**src/design/hms_pkg.sv**
```systemverilog
// Constants and types shared by the homing method sequencer
package hms_pkg;
  localparam int HMS_METHOD_W    = 6;
  localparam int HMS_POS_W       = 32;
  // Switch based methods kept in this block
  localparam logic [5:0] HMS_M_SW_FIRST = 6'h09;
  localparam logic [5:0] HMS_M9         = 6'h09;
  localparam logic [5:0] HMS_M10        = 6'h0a;
  localparam logic [5:0] HMS_M11        = 6'h0b;
  localparam logic [5:0] HMS_M12        = 6'h0c;
  localparam logic [5:0] HMS_M13        = 6'h0d;
  localparam logic [5:0] HMS_M14        = 6'h0e;
  localparam logic [5:0] HMS_M_SW_LAST  = 6'h0e;
  // Offset from a switch method to its decel-is-home twin
  localparam logic [5:0] HMS_DHOME_OFS  = 6'h10;
  localparam logic [5:0] HMS_M_IDX_NEG  = 6'h21;
  localparam logic [5:0] HMS_M_IDX_POS  = 6'h22;
  localparam logic [5:0] HMS_METHOD_RST = 6'h00;
  localparam logic       HMS_SYNC_RST   = 1'b0;

  typedef enum logic [1:0] {
    HMS_IDLE,
    HMS_SEARCH,
    HMS_CROSS,
    HMS_INDEX
  } hms_state_t;
endpackage : hms_pkg

```
**src/design/hms_homing_sequencer.sv**
```systemverilog
// Homing method sequencer: runs one homing search per start request
// What this block does
// RQ1: Method 9: positive, first index after rising.
// RQ2: Method 10: positive, index after falling edge.
// RQ3: Method 11: negative, index after falling edge.
// RQ4: Method 12: negative, index after rising edge.
// RQ5: Methods 13, 14: negative, far-side index.
// RQ6: Far side: 13 rising, 14 falling edge.
// RQ7: Methods 25-30: qualifying edge itself is home.
// RQ8: Method 33: negative, first index is home.
// RQ9: Method 34: positive, first index is home.
// RQ10: Latch position, stop, flag homing done.
`timescale 1ns/1ps
module hms_homing_sequencer
  import hms_pkg::*;
#(
  parameter int POS_W = HMS_POS_W
)
(
  input  wire logic                    clk,
  input  wire logic                    rst_b,
  input  wire logic                    start,
  input  wire logic [HMS_METHOD_W-1:0] method,
  input  wire logic [POS_W-1:0]        pos_in,
  input  wire logic                    home_sw,
  input  wire logic                    index_z,
  output logic                         move_pos,
  output logic                         move_neg,
  output logic                         decel,
  output logic                         busy,
  output logic                         home_done,
  output logic                         home_fault,
  output logic [POS_W-1:0]             home_pos
);
  logic                    sw_lvl;
  logic                    idx_lvl;
  logic                    sw_prev_reg;
  logic                    idx_prev_reg;
  logic                    sw_rise;
  logic                    sw_fall;
  logic                    idx_rise;
  logic                    qual_edge;

  logic                    dec_ok;
  logic                    dec_pos;
  logic                    dec_sw;
  logic                    dec_rise;
  logic                    dec_far;
  logic                    dec_dhome;
  logic [HMS_METHOD_W-1:0] dec_base;

  hms_state_t              state_reg, state_next;
  logic [HMS_METHOD_W-1:0] meth_reg, meth_next;
  logic                    cfg_rise_reg, cfg_rise_next;
  logic                    cfg_far_reg, cfg_far_next;
  logic                    cfg_dhome_reg, cfg_dhome_next;
  logic                    move_pos_reg, move_pos_next;
  logic                    move_neg_reg, move_neg_next;
  logic                    decel_reg, decel_next;
  logic                    busy_reg, busy_next;
  logic                    done_reg, done_next;
  logic                    fault_reg, fault_next;
  logic [POS_W-1:0]        home_pos_reg, home_pos_next;
  logic                    finish;

  hms_pin_sync u_sw_sync (
    .clk   (clk),
    .rst_b (rst_b),
    .pin   (home_sw),
    .level (sw_lvl)
  );

  hms_pin_sync u_idx_sync (
    .clk   (clk),
    .rst_b (rst_b),
    .pin   (index_z),
    .level (idx_lvl)
  );

  assign sw_rise   = sw_lvl & ~sw_prev_reg;
  assign sw_fall   = ~sw_lvl & sw_prev_reg;
  assign idx_rise  = idx_lvl & ~idx_prev_reg;
  assign qual_edge = cfg_rise_reg ? sw_rise : sw_fall;

  // Method decode
  always_comb begin
    dec_ok    = 1'b0;
    dec_pos   = 1'b0;
    dec_sw    = 1'b0;
    dec_rise  = 1'b0;
    dec_far   = 1'b0;
    dec_dhome = 1'b0;
    dec_base  = method;
    // RQ7 twin methods
    if (method >= (HMS_M_SW_FIRST + HMS_DHOME_OFS) &&
        method <= (HMS_M_SW_LAST + HMS_DHOME_OFS)) begin
      dec_base  = method - HMS_DHOME_OFS;
      dec_dhome = 1'b1;
    end
    unique case (dec_base)
      // RQ1 rising, positive
      HMS_M9: begin
        dec_ok   = 1'b1;
        dec_pos  = 1'b1;
        dec_rise = 1'b1;
      end
      // RQ2 falling, positive
      HMS_M10: begin
        dec_ok  = 1'b1;
        dec_pos = 1'b1;
      end
      // RQ3 falling, negative
      HMS_M11: begin
        dec_ok = 1'b1;
      end
      // RQ4 rising, negative
      HMS_M12: begin
        dec_ok   = 1'b1;
        dec_rise = 1'b1;
      end
      // RQ5 RQ6 far side rising
      HMS_M13: begin
        dec_ok   = 1'b1;
        dec_rise = 1'b1;
        dec_far  = 1'b1;
      end
      // RQ5 RQ6 far side falling
      HMS_M14: begin
        dec_ok  = 1'b1;
        dec_far = 1'b1;
      end
      // RQ8 index only, negative
      HMS_M_IDX_NEG: begin
        dec_ok = 1'b1;
      end
      // RQ9 index only, positive
      HMS_M_IDX_POS: begin
        dec_ok  = 1'b1;
        dec_pos = 1'b1;
      end
      default: begin
        dec_ok = 1'b0;
      end
    endcase
    dec_sw = dec_ok && (dec_base != HMS_M_IDX_NEG) && (dec_base != HMS_M_IDX_POS);
    dec_dhome = dec_dhome & dec_ok;
  end

  // Sequencer next state
  always_comb begin
    state_next     = state_reg;
    meth_next      = meth_reg;
    cfg_rise_next  = cfg_rise_reg;
    cfg_far_next   = cfg_far_reg;
    cfg_dhome_next = cfg_dhome_reg;
    move_pos_next  = move_pos_reg;
    move_neg_next  = move_neg_reg;
    decel_next     = decel_reg;
    busy_next      = busy_reg;
    done_next      = done_reg;
    fault_next     = fault_reg;
    home_pos_next  = home_pos_reg;
    finish         = 1'b0;
    unique case (state_reg)
      HMS_IDLE: begin
        if (start) begin
          meth_next  = method;
          done_next  = 1'b0;
          decel_next = 1'b0;
          fault_next = ~dec_ok;
          if (dec_ok) begin
            cfg_rise_next  = dec_rise;
            cfg_far_next   = dec_far;
            cfg_dhome_next = dec_dhome;
            move_pos_next  = dec_pos;
            move_neg_next  = ~dec_pos;
            busy_next      = 1'b1;
            state_next     = dec_sw ? HMS_SEARCH : HMS_INDEX;
          end
        end
      end
      HMS_SEARCH: begin
        // Switch engages: slow down
        if (sw_rise) begin
          decel_next = 1'b1;
        end
        if (qual_edge) begin
          // RQ7 edge is home
          if (cfg_dhome_reg) begin
            finish = 1'b1;
          end else begin
            // RQ5 RQ6 rising must still cross
            state_next = (cfg_far_reg && cfg_rise_reg) ? HMS_CROSS : HMS_INDEX;
          end
        end
      end
      HMS_CROSS: begin
        // RQ6 pass switch's far edge
        if (sw_rise | sw_fall) begin
          state_next = HMS_INDEX;
        end
      end
      HMS_INDEX: begin
        if (idx_rise) begin
          finish = 1'b1;
        end
      end
    endcase
    // RQ10 latch, stop, report
    if (finish) begin
      home_pos_next = pos_in;
      move_pos_next = 1'b0;
      move_neg_next = 1'b0;
      busy_next     = 1'b0;
      done_next     = 1'b1;
      state_next    = HMS_IDLE;
    end
  end

  always_ff @(posedge clk or negedge rst_b) begin
    if (!rst_b) begin
      state_reg     <= HMS_IDLE;
      meth_reg      <= HMS_METHOD_RST;
      cfg_rise_reg  <= 1'b0;
      cfg_far_reg   <= 1'b0;
      cfg_dhome_reg <= 1'b0;
      move_pos_reg  <= 1'b0;
      move_neg_reg  <= 1'b0;
      decel_reg     <= 1'b0;
      busy_reg      <= 1'b0;
      done_reg      <= 1'b0;
      fault_reg     <= 1'b0;
      home_pos_reg  <= '0;
      sw_prev_reg   <= 1'b0;
      idx_prev_reg  <= 1'b0;
    end else begin
      state_reg     <= state_next;
      meth_reg      <= meth_next;
      cfg_rise_reg  <= cfg_rise_next;
      cfg_far_reg   <= cfg_far_next;
      cfg_dhome_reg <= cfg_dhome_next;
      move_pos_reg  <= move_pos_next;
      move_neg_reg  <= move_neg_next;
      decel_reg     <= decel_next;
      busy_reg      <= busy_next;
      done_reg      <= done_next;
      fault_reg     <= fault_next;
      home_pos_reg  <= home_pos_next;
      sw_prev_reg   <= sw_lvl;
      idx_prev_reg  <= idx_lvl;
    end
  end

  assign move_pos   = move_pos_reg;
  assign move_neg   = move_neg_reg;
  assign decel      = decel_reg;
  assign busy       = busy_reg;
  assign home_done  = done_reg;
  assign home_fault = fault_reg;
  assign home_pos   = home_pos_reg;

  AST_M9_POSITIVE: assert property (@(posedge clk) disable iff (!rst_b) // RQ1
    busy_reg && meth_reg == HMS_M9 |-> move_pos_reg && !move_neg_reg)
    else $error("method 9 not moving positive");
  AST_M10_FALL_QUAL: assert property (@(posedge clk) disable iff (!rst_b) // RQ2
    state_reg == HMS_SEARCH && meth_reg == HMS_M10 && sw_rise |=> state_reg == HMS_SEARCH)
    else $error("method 10 qualified on rising edge");
  AST_M11_NEGATIVE: assert property (@(posedge clk) disable iff (!rst_b) // RQ3
    busy_reg && meth_reg == HMS_M11 |-> move_neg_reg && !move_pos_reg)
    else $error("method 11 not moving negative");
  AST_M12_RISE_INDEX: assert property (@(posedge clk) disable iff (!rst_b) // RQ4
    state_reg == HMS_SEARCH && meth_reg == HMS_M12 && sw_rise |=> state_reg == HMS_INDEX)
    else $error("method 12 did not seek index after rising edge");
  AST_M13_FAR_SIDE: assert property (@(posedge clk) disable iff (!rst_b) // RQ5
    state_reg == HMS_SEARCH && meth_reg == HMS_M13 && sw_rise |=> state_reg == HMS_CROSS)
    else $error("method 13 did not cross the switch");
  AST_M14_FALL_FAR: assert property (@(posedge clk) disable iff (!rst_b) // RQ6
    state_reg == HMS_SEARCH && meth_reg == HMS_M14 && sw_fall |=> state_reg == HMS_INDEX)
    else $error("method 14 not qualified by falling edge");
  AST_DHOME_NO_INDEX: assert property (@(posedge clk) disable iff (!rst_b) // RQ7
    state_reg == HMS_SEARCH && cfg_dhome_reg && qual_edge |=> done_reg && !busy_reg)
    else $error("decel point not taken as home");
  AST_M33_INDEX_NEG: assert property (@(posedge clk) disable iff (!rst_b) // RQ8
    busy_reg && meth_reg == HMS_M_IDX_NEG |-> move_neg_reg && state_reg == HMS_INDEX)
    else $error("method 33 not index search in negative direction");
  AST_M34_INDEX_POS: assert property (@(posedge clk) disable iff (!rst_b) // RQ9
    busy_reg && meth_reg == HMS_M_IDX_POS |-> move_pos_reg && state_reg == HMS_INDEX)
    else $error("method 34 not index search in positive direction");
  AST_HOME_LATCH: assert property (@(posedge clk) disable iff (!rst_b) // RQ10
    state_reg == HMS_INDEX && idx_rise |=>
      home_pos_reg == $past(pos_in) && done_reg && !move_pos_reg && !move_neg_reg)
    else $error("home position not latched or motion not stopped");
endmodule : hms_homing_sequencer

```
**src/design/hms_pin_sync.sv**
```systemverilog
// Three-stage pin synchroniser with agreement filter
`timescale 1ns/1ps
module hms_pin_sync
  import hms_pkg::*;
(
  input  wire logic clk,
  input  wire logic rst_b,
  input  wire logic pin,
  output logic      level
);
  logic ff1_reg;
  logic ff2_reg;
  logic ff3_reg;
  logic level_reg;
  logic level_next;

  always_comb begin
    // Level moves only once stages two and three agree
    level_next = (ff2_reg == ff3_reg) ? ff3_reg : level_reg;
  end

  always_ff @(posedge clk or negedge rst_b) begin
    if (!rst_b) begin
      ff1_reg   <= HMS_SYNC_RST;
      ff2_reg   <= HMS_SYNC_RST;
      ff3_reg   <= HMS_SYNC_RST;
      level_reg <= HMS_SYNC_RST;
    end else begin
      ff1_reg   <= pin;
      ff2_reg   <= ff1_reg;
      ff3_reg   <= ff2_reg;
      level_reg <= level_next;
    end
  end

  assign level = level_reg;
endmodule : hms_pin_sync

```
**config.mk**
```make
export PLATFORM = sky130hd
export DESIGN_NAME = hms_homing_sequencer
export DESIGN_NICKNAME = d
export VERILOG_FILES = /design/src/design/hms_pkg.sv /design/src/design/hms_homing_sequencer.sv /design/src/design/hms_pin_sync.sv
export SDC_FILE = /design/constraint.sdc
export NUM_CORES = 1
export LEC_CHECK = 0
export ABC_AREA = 1
export BUFFER_PORTS_ARGS = -buffer_cell sky130_fd_sc_hd__buf_2
export CORE_UTILIZATION = 37
export CTS_CLUSTER_SIZE = 20
export DETAILED_ROUTE_END_ITERATION = 8
export SLEW_MARGIN = 20
export SYNTH_ARGS = -nofsm -noshare
export SYNTH_HDL_FRONTEND = slang
export SYNTH_HIERARCHICAL = 1
export SYNTH_SLANG_ARGS = --single-unit
```
**constraint.sdc**
```tcl
create_clock -name clk -period 3.1 [get_ports clk]
set_input_delay 0.155 -clock clk [delete_from_list [all_inputs] [get_ports clk]]
set_output_delay 0.155 -clock clk [all_outputs]
set_load 0.005 [all_outputs]
```
==> run metrics, run 1 <==
WS Path Type flip-flop to flip-flop; clock-pin slew of the registers on the worst-case setup and hold paths 0.10 ns; CTS tree built; Slew Limit Fails 0; htree depth 2; cts bufs inserted 5; Largest register FFs 32; Pwr Density 811 mW/mm2; largest net degree at the start of global routing 38; layout overhead on the synthesized area 27.2%; Final min period 2.25 ns; total chip power 2410 uW; worst hold start pos_in[15]; Yosys cell types 22; n_diodes 0; Fin. Hold Viols 0; commonest non-fill, non-tap cell in the layout nand2_1; fillers 605; VDD IR-drop max 0.000388 V; wire length of the first global-routing pass 7940 um; leakage 0.00167 uW; Vias 2,001; Critical Path End Type flip-flop; # Post-CTS Setup Buffers 0; Syn Area/Cell 8.43 um2; setup TNS 0 ns; status finished, final reports clean; R2R setup slack 0.85 ns; initial antenna violation count 0; Seq/Total Area, Yosys 56.8%; Tightest Hold Check Type input pin to flip-flop; Worst R2R End state_reg[1]; worst r2r src state_reg[1]; Finish-stage setup viols 0; CTS root buffer clkbuf_8; Worst Path Arrival 2.46 ns; WL/cell 10.9 um; buffers added on ports 80; post-synthesis cell area 0.00234 mm2; Max Fclk 0.444 GHz; worst path required time 3.31 ns; post-synth net total 328; Core ar. 0.00599 mm2; CTS sink cnt 53; Critical Path Source Type flip-flop; unrepaired setup endpoints after global routing false; Die Y 81.5 um; Total Die Area 0.00663 mm2; grt ovf 0; flops & latches, synth 53; via/cell ratio 4.56; relative slew slack 56.3%; DRT Wirelength 4770 um; Die X 81.5 um; dpl hpwl 3570 um; worst skew pair latency 0.31 ns; Max-Cap Viols 0; worst slew pin tran 0.656 ns; Clock Skew 0.00786 ns; Iter 0 DRT Violations 81; crit share post-route 72.7%; Multi-input gate area 905 um2; Post-layout nets 414; Sequential Area 0.00133 mm2; hold path endpoint home_pos[15]; 1st-pass router iterations 4; post-route ant nets 0; worst reg-to-reg path cell count 8; DRC 0; layout cells sized above 1 28.0%; YS warnings 6; clock buffer depth 2; vias in the first global route 1,789; Initial Utilization 39.0%; most frequent cells in the layout 131 x nand2_1, 80 x buf_2, 53 x dfrtp_1, 20 x inv_1, 12 x nand3_1; CP Max Fanout 37; gr usage total 15.9%; RD Place Congestion 0.832; worst hold path cell count 3; num rows 28; Mapped Cells 277; io pins 81
==> stage by stage <==
stage	hold slack, ns	worst slack (ns)	cell area [um2]	utilization, %	std cells
CTS	0.0273	0.813	2970	49.6	439
detailed placement	0.235	0.805	2820	47.1	428
finish	0.0362	0.846	2970	49.6	439
global route	0.0245	0.591	2970	49.6	439
floorplan	-0.141	1.52	2340	-	277
global placement	0.234	0.918	2820	47.1	428
==> synthesized netlist by cell type <==
master,number,area [um2]
o21ai_2,3,26.3
nand2_1,131,492
o21ai_1,2,10.0
ha_1,8,100
buf_1,3,11.3
inv_1,20,75.1
o21ai_0,5,25.0
nand4_1,4,25.0
inv_2,2,7.51
dfrtp_1,53,1330
nand3b_1,1,7.51
clkbuf_1,3,11.3
o21a_1,1,7.51
a21oi_2,1,8.76
o31ai_1,1,7.51
nand2_2,5,31.3
nor3_1,2,10.0
a21oi_1,9,45.0
nor2_2,1,6.26
nand3_1,12,60.1
nor2_1,9,33.8
o2111ai_1,1,8.76
==> worst max-delay path by stage <==
stage / startpoint / to / slack, ns / cells after the start
final: state_reg[1] / state_reg[1] / 0.85 / 8
after global routing: u_sw_sync/level / state_reg[1] / 0.59 / 10
after CTS: u_sw_sync/level / state_reg[1] / 0.81 / 10
after detailed placement: u_sw_sync/level / state_reg[1] / 0.80 / 10
after global placement: u_sw_sync/level / move_neg / 0.92 / 11
after floorplan: u_sw_sync/level / move_neg / 1.52 / 10
==> critical path, cell delays in order (launching register included) <==
cell     delay (ns)
dfrtp_1        0.44
inv_1          0.10
ha_1           0.26
nand3_1        0.12
nand2_2        0.22
inv_2          0.55
nand4_1        0.26
nand3_1        0.15
nand2_1        0.06
==> power breakdown <==
group          internal (uW)  total, uW  switching (uW)  leakage, uW
Clock                    247        481             233    0.0000603
Sequential               956       1110             154     0.000643
Combinational            375        819             444     0.000969
==> per-layer routing <==
| layer | share of wire [%] | global-route usage [%] | wire length, um |
|---|---|---|---|
| met5 | 0 | 0 | 0 |
| met4 | 1.2 | 6.07 | 58 |
| met3 | 7.4 | 5.22 | 353 |
| met1 | 46 | 20.8 | 2200 |
| met2 | 45 | 24.4 | 2160 |
==> cell type report <==
class                           count  share of cell area [%]
Clock buffer                        5                    2.32
Clock inverter                      3                    1.68
Inverter                           22                    2.78
Multi-Input combinational cell    196                    30.4
Sequential cell                    53                    44.6
Tap cell                           75                    3.16
Timing Repair Buffer               85                    15.0
==> what timing repair did <==
action / 4_1_cts / 5_1_grt
resized for setup: 0 / 0
hold endpoints to repair: 32 / 0
hold buffers: 3 / 0
setup endpoints to repair: 0 / 0
==> logic make-up after synthesis <==
logic type | synth area share [%]
adder cells (fa/ha/maj) | 4.29
AND/OR/NAND/NOR | 28.5
AO/OA/AOI/OAI | 5.95
flip-flops | 56.8
buffers and inverters | 4.50
Note: power is estimated with default switching activity, not from simulation.
==> run 2: changes to the inputs <==
==> constraint.sdc (replaced) <==
create_clock -name clk -period 2.2 [get_ports clk]
set_input_delay 0.11 -clock clk [delete_from_list [all_inputs] [get_ports clk]]
set_output_delay 0.11 -clock clk [all_outputs]
set_load 0.005 [all_outputs]
==> run metrics, run 2 (synthesized netlist as in run 1, its figures left out) <==
status finished, final reports clean; most frequent cells in the layout 131 x nand2_1, 80 x buf_2, 53 x dfrtp_1, 31 x dlygate4sd3_1, 20 x inv_1; Slew Limit Fails 0; n_diodes 0; DRT Wirelength 5120 um; wire length of the first global-routing pass 8380 um; sw power 1180 uW; Tightest Hold Check Type input pin to flip-flop; Clock power frac 16.6%; RD Place Congestion 0.843; sw frac 35.5%; Die X 81.5 um; buffers added on ports 80; Die Y 81.5 um; CTS root buffer clkbuf_8; DRC 0; clock-pin slew of the registers on the worst-case setup and hold paths 0.09 ns; worst skew pair latency 0.31 ns; WL/cell 10.9 um; worst path required time 2.41 ns; Initial Utilization 39.0%; R2R setup slack 0.38 ns; Pwr Density 1030 mW/mm2; CTS tree built; post-route ant nets 0; Worst Path Arrival 2.03 ns; Total Die Area 0.00663 mm2; setup TNS 0 ns; Worst R2R End state_reg[0]; cts bufs inserted 5; Final min period 1.82 ns; sequential fraction of design power 47.0%; Max Fclk 0.549 GHz; grt ovf 0; Finish-stage setup viols 0; # Post-CTS Setup Buffers 0; layout cells sized above 1 26.3%; VDD IR-drop max 0.000511 V; unrepaired setup endpoints after global routing false; worst slew pin tran 0.605 ns; Vias 2,126; internal power 2140 uW; initial antenna violation count 0; CP Max Fanout 19; hold path endpoint home_pos[7]; CTS sink cnt 53; worst hold path cell count 3; worst hold start pos_in[7]; 1st-pass router iterations 4; WS Path Type flip-flop to flip-flop; Logic pwr share 36.4%; num rows 28; layout overhead on the synthesized area 38.8%; crit share post-route 82.8%; commonest non-fill, non-tap cell in the layout nand2_1; leakage 0.00179 uW; Top Family by Delay on Critical Path simple AND/OR/NAND/NOR gates; Post-CTS Resized 0; relative slew slack 59.7%; io pins 81; htree depth 2; Largest register FFs 32; vias in the first global route 1,904; Critical Path Source Type flip-flop; CP cell instances inv_1, ha_1, nor2_1, a21oi_1, nand3_1, nand2_2, inv_2, a21oi_1, nand2_1, nand2_1, nand2_1; largest net degree at the start of global routing 28; dpl hpwl 3510 um; Crit-path slowest cell dfrtp_1; gr usage total 16.5%; Cell Area, Placed 0.00285 mm2; via/cell ratio 4.52; CP peak stage delay 0.43 ns; worst r2r src u_sw_sync/level; worst reg-to-reg path cell count 11; Clock Skew 0.00395 ns; CP bufs+invs 2; Post-layout nets 445; Core ar. 0.00599 mm2; Critical Path End Type flip-flop; Fin. Hold Viols 0; clock buffer depth 2; Max-Cap Viols 0; Iter 0 DRT Violations 121; design area 0.00324 mm2; most frequent CP cell nand2_1
run 2: cell types whose count changed in the layout (fill, tap and decap cells not counted), sizes merged:
cell / change
bufinv: -1
dlygate4sd3: +28
buf: +3
clkbuf: +1
run 2: repair_timing:
item / in CTS / in global routing
endpoints found under the setup margin: 0 / 0
hold buffers: 31 / 0
endpoints found under the hold margin: 55 / 0
run 2: layer usage:
layer | vias to the layer above | part of all wire (%) | track usage, %
met5 | - | 0 | 0
met4 | 0 | 1.3 | 5.36
met3 | 7 | 4.7 | 4.11
met2 | 53 | 45 | 26.3
met1 | 971 | 49 | 22.1
li1 | 1095 | - | -
run 2: worst max path at each step:
| stage | startpoint | endpoint | slack, ns | cells after the start |
|---|---|---|---|---|
| 2_1_floorplan | u_sw_sync/level | move_neg | 0.62 | 10 |
| 3_3_place_gp | u_sw_sync/level | state_reg[1] | 0.47 | 10 |
| 3_5_place_dp | u_sw_sync/level | state_reg[1] | 0.40 | 11 |
| 4_1_cts | u_sw_sync/level | state_reg[1] | 0.36 | 11 |
| 5_1_grt | u_sw_sync/level | state_reg[0] | 0.14 | 11 |
| 6_report | u_sw_sync/level | state_reg[0] | 0.38 | 11 |
run 2: worst register-to-register path, delay by kind of cell (launching register included):
| family | cells | cell delay (ns) |
|---|---|---|
| and+or+nand+nor | 6 | 0.49 |
| AOI/OAI and AO/OA | 2 | 0.43 |
| buffers and inverters | 2 | 0.23 |
| adders and majority gates | 1 | 0.13 |
| DFF | 1 | 0.43 |
run 2: power groups by stage:
stage               sequential, uW  combinational, uW  clock (uW)
finish                        1560               1210         551
global route                  1610               1410         607
CTS                           1560               1230         580
detailed placement            1570               1180           0
global placement              1580               1160           0
floorplan                     1590                617           0
run 2: stage by stage:
step	setup slack, ns	util (%)	std cells	power, uW	hold slack, ns
finish	0.377	54.1	470	3320	0.00793
detailed placement	0.396	47.5	431	2750	0.164
floorplan	0.616	-	277	2210	-0.186
global placement	0.467	47.5	431	2740	0.161
global route	0.140	54.1	470	3630	0.0162
CTS	0.361	54.1	470	3370	0.000838
run 2: final cells by class:
cell class                 count  area [um2]
multi-input combinational    196         905
tap                           75        93.8
timing repair buffer         116         748
sequential                    53        1330
clock inverter                 2        13.8
fill                         573        2750
inverter                      22        82.6
clock buffer                   6        72.6
==> run 3: changes to the inputs <==
==> constraint.sdc (replaced) <==
create_clock -name clk -period 1.5 [get_ports clk]
set_input_delay 0.075 -clock clk [delete_from_list [all_inputs] [get_ports clk]]
set_output_delay 0.075 -clock clk [all_outputs]
set_load 0.005 [all_outputs]
==> run metrics, run 3 (synthesized netlist as in run 1, its figures left out) <==
WS Path Type flip-flop to flip-flop; worst skew pair latency 0.30 ns; worst slew pin tran 0.286 ns; most frequent CP cell nand3_2; Critical Path Source Type flip-flop; Worst Path Arrival 1.77 ns; CP cell instances inv_1, ha_1, nor2_1, a21oi_2, nand3_2, nand2_4, o21ai_4, o31ai_4, nand3_2, o21ai_2; Clock Skew 0.00933 ns; worst path required time 1.73 ns; CP bufs+invs 1; layout cells sized above 1 31.7%; crit share post-route 103%; grt ovf 0; Slew Limit Fails 0; Die X 81.5 um; violated checks setup timing; CP peak stage delay 0.41 ns; Critical Path End Type flip-flop; Max Fclk 0.650 GHz; worst hold path cell count 3; fillers 514; via/cell ratio 4.42; n_diodes 0; io pins 81; Die Y 81.5 um; Pwr Density 1530 mW/mm2; Max-Cap Viols 0; CTS root buffer clkbuf_8; CTS tree built; Fin. Hold Viols 0; Setup WS pre-CTS -0.149 ns; Worst R2R End move_neg; Iter 0 DRT Violations 88; Finish-stage setup viols 7; worst r2r src u_sw_sync/level; CTS sink cnt 53; post-route ant nets 0; Largest register FFs 32; Top Family by Delay on Critical Path compound AO/OA/AOI/OAI gates; commonest non-fill, non-tap cell in the layout nand2_1; Hold WS 0.115 ns; initial antenna violation count 0; WL/cell 11.1 um; layout overhead on the synthesized area 51.3%; worst hold start method[3]; Stages on worst setup path 10; post-layout util 59.0%; Total Die Area 0.00663 mm2; CP Max Fanout 5; R2R setup slack -0.04 ns; cts bufs inserted 5; relative slew slack 80.8%; slack of the critical path -0.0386 ns; design area 0.00353 mm2; Post-layout nets 466; hold path endpoint cfg_rise_reg; Final min period 1.54 ns; DRC 0; buffers added on ports 80; Vias 2,169; wire length of the first global-routing pass 8780 um; most frequent cells in the layout 129 x nand2_1, 80 x buf_2, 53 x dfrtp_1, 35 x dlygate4sd3_1, 20 x inv_1; dpl hpwl 3630 um; VDD IR-drop max 0.00108 V; Crit-path slowest cell dfrtp_1; Cell Area, Placed 0.00298 mm2; clock-pin slew of the registers on the worst-case setup and hold paths 0.09 ns; Core ar. 0.00599 mm2; Tightest Hold Check Type input pin to flip-flop; htree depth 2; leakage 0.00192 uW; RD Place Congestion 0.798; unrepaired setup endpoints after global routing true; gr usage total 17.3%; status finished, violations left; worst reg-to-reg path cell count 10; num rows 28; 1st-pass router iterations 4; total chip power 5400 uW; largest net degree at the start of global routing 54; Initial Utilization 39.0%; DRT Wirelength 5450 um; clock buffer depth 2; vias in the first global route 2,046
-- run 3: worst min-delay path: stages --
cell	delay, ns
buf_2	0.13
o2111ai_1	0.10
o21ai_1	0.07
-- run 3: cell type report --
class                      count  area, um2  area share (%)
sequential                    53       1330            37.5
multi-input combinational    196        975            27.6
timing repair buffer         137        936            26.5
tap                           75       93.8            2.66
inverter                      22       87.6            2.48
clock buffer                   5       68.8            1.95
clock inverter                 3       46.3            1.31
-- run 3: how the worst max path moves through the flow --
stage | start | to | slack [ns]
2_1_floorplan | u_sw_sync/level | move_neg | -0.05
3_3_place_gp | u_sw_sync/level | move_neg | -0.09
3_5_place_dp | u_sw_sync/level | move_neg | -0.15
4_1_cts | u_sw_sync/level | state_reg[0] | -0.04
5_1_grt | u_sw_sync/level | state_reg[1] | -0.17
6_report | u_sw_sync/level | move_neg | -0.04
-- run 3: timing repair --
item,4_1_cts,5_1_grt
hold buffers,35,0
pin swaps,7,2
buffers inserted,1,2
setup endpoints to repair,37,38
resized for setup,12,3
hold endpoints to repair,87,0
-- run 3: power by group --
| group | switching [uW] | internal, uW |
|---|---|---|
| logic | 1120 | 1060 |
| clock network | 457 | 500 |
| registers | 284 | 1980 |
-- run 3: per-layer routing --
layer | vias to the layer above | share of wire (%) | routed length, um | global-route usage (%)
li1 | 1142 | - | - | -
met1 | 975 | 47 | 2540 | 23.0
met2 | 50 | 49 | 2650 | 28.2
met3 | 2 | 4.3 | 232 | 4.44
met4 | 0 | 0.46 | 25 | 4.46
met5 | - | 0 | 0 | 0
-- run 3: metrics by stage --
stage | setup TNS, ns | std cells
floorplan | -0.177 | 277
global placement | -1.79 | 445
detailed placement | -3.03 | 445
CTS | -0.165 | 489
global route | -4.22 | 491
finish | -0.162 | 491
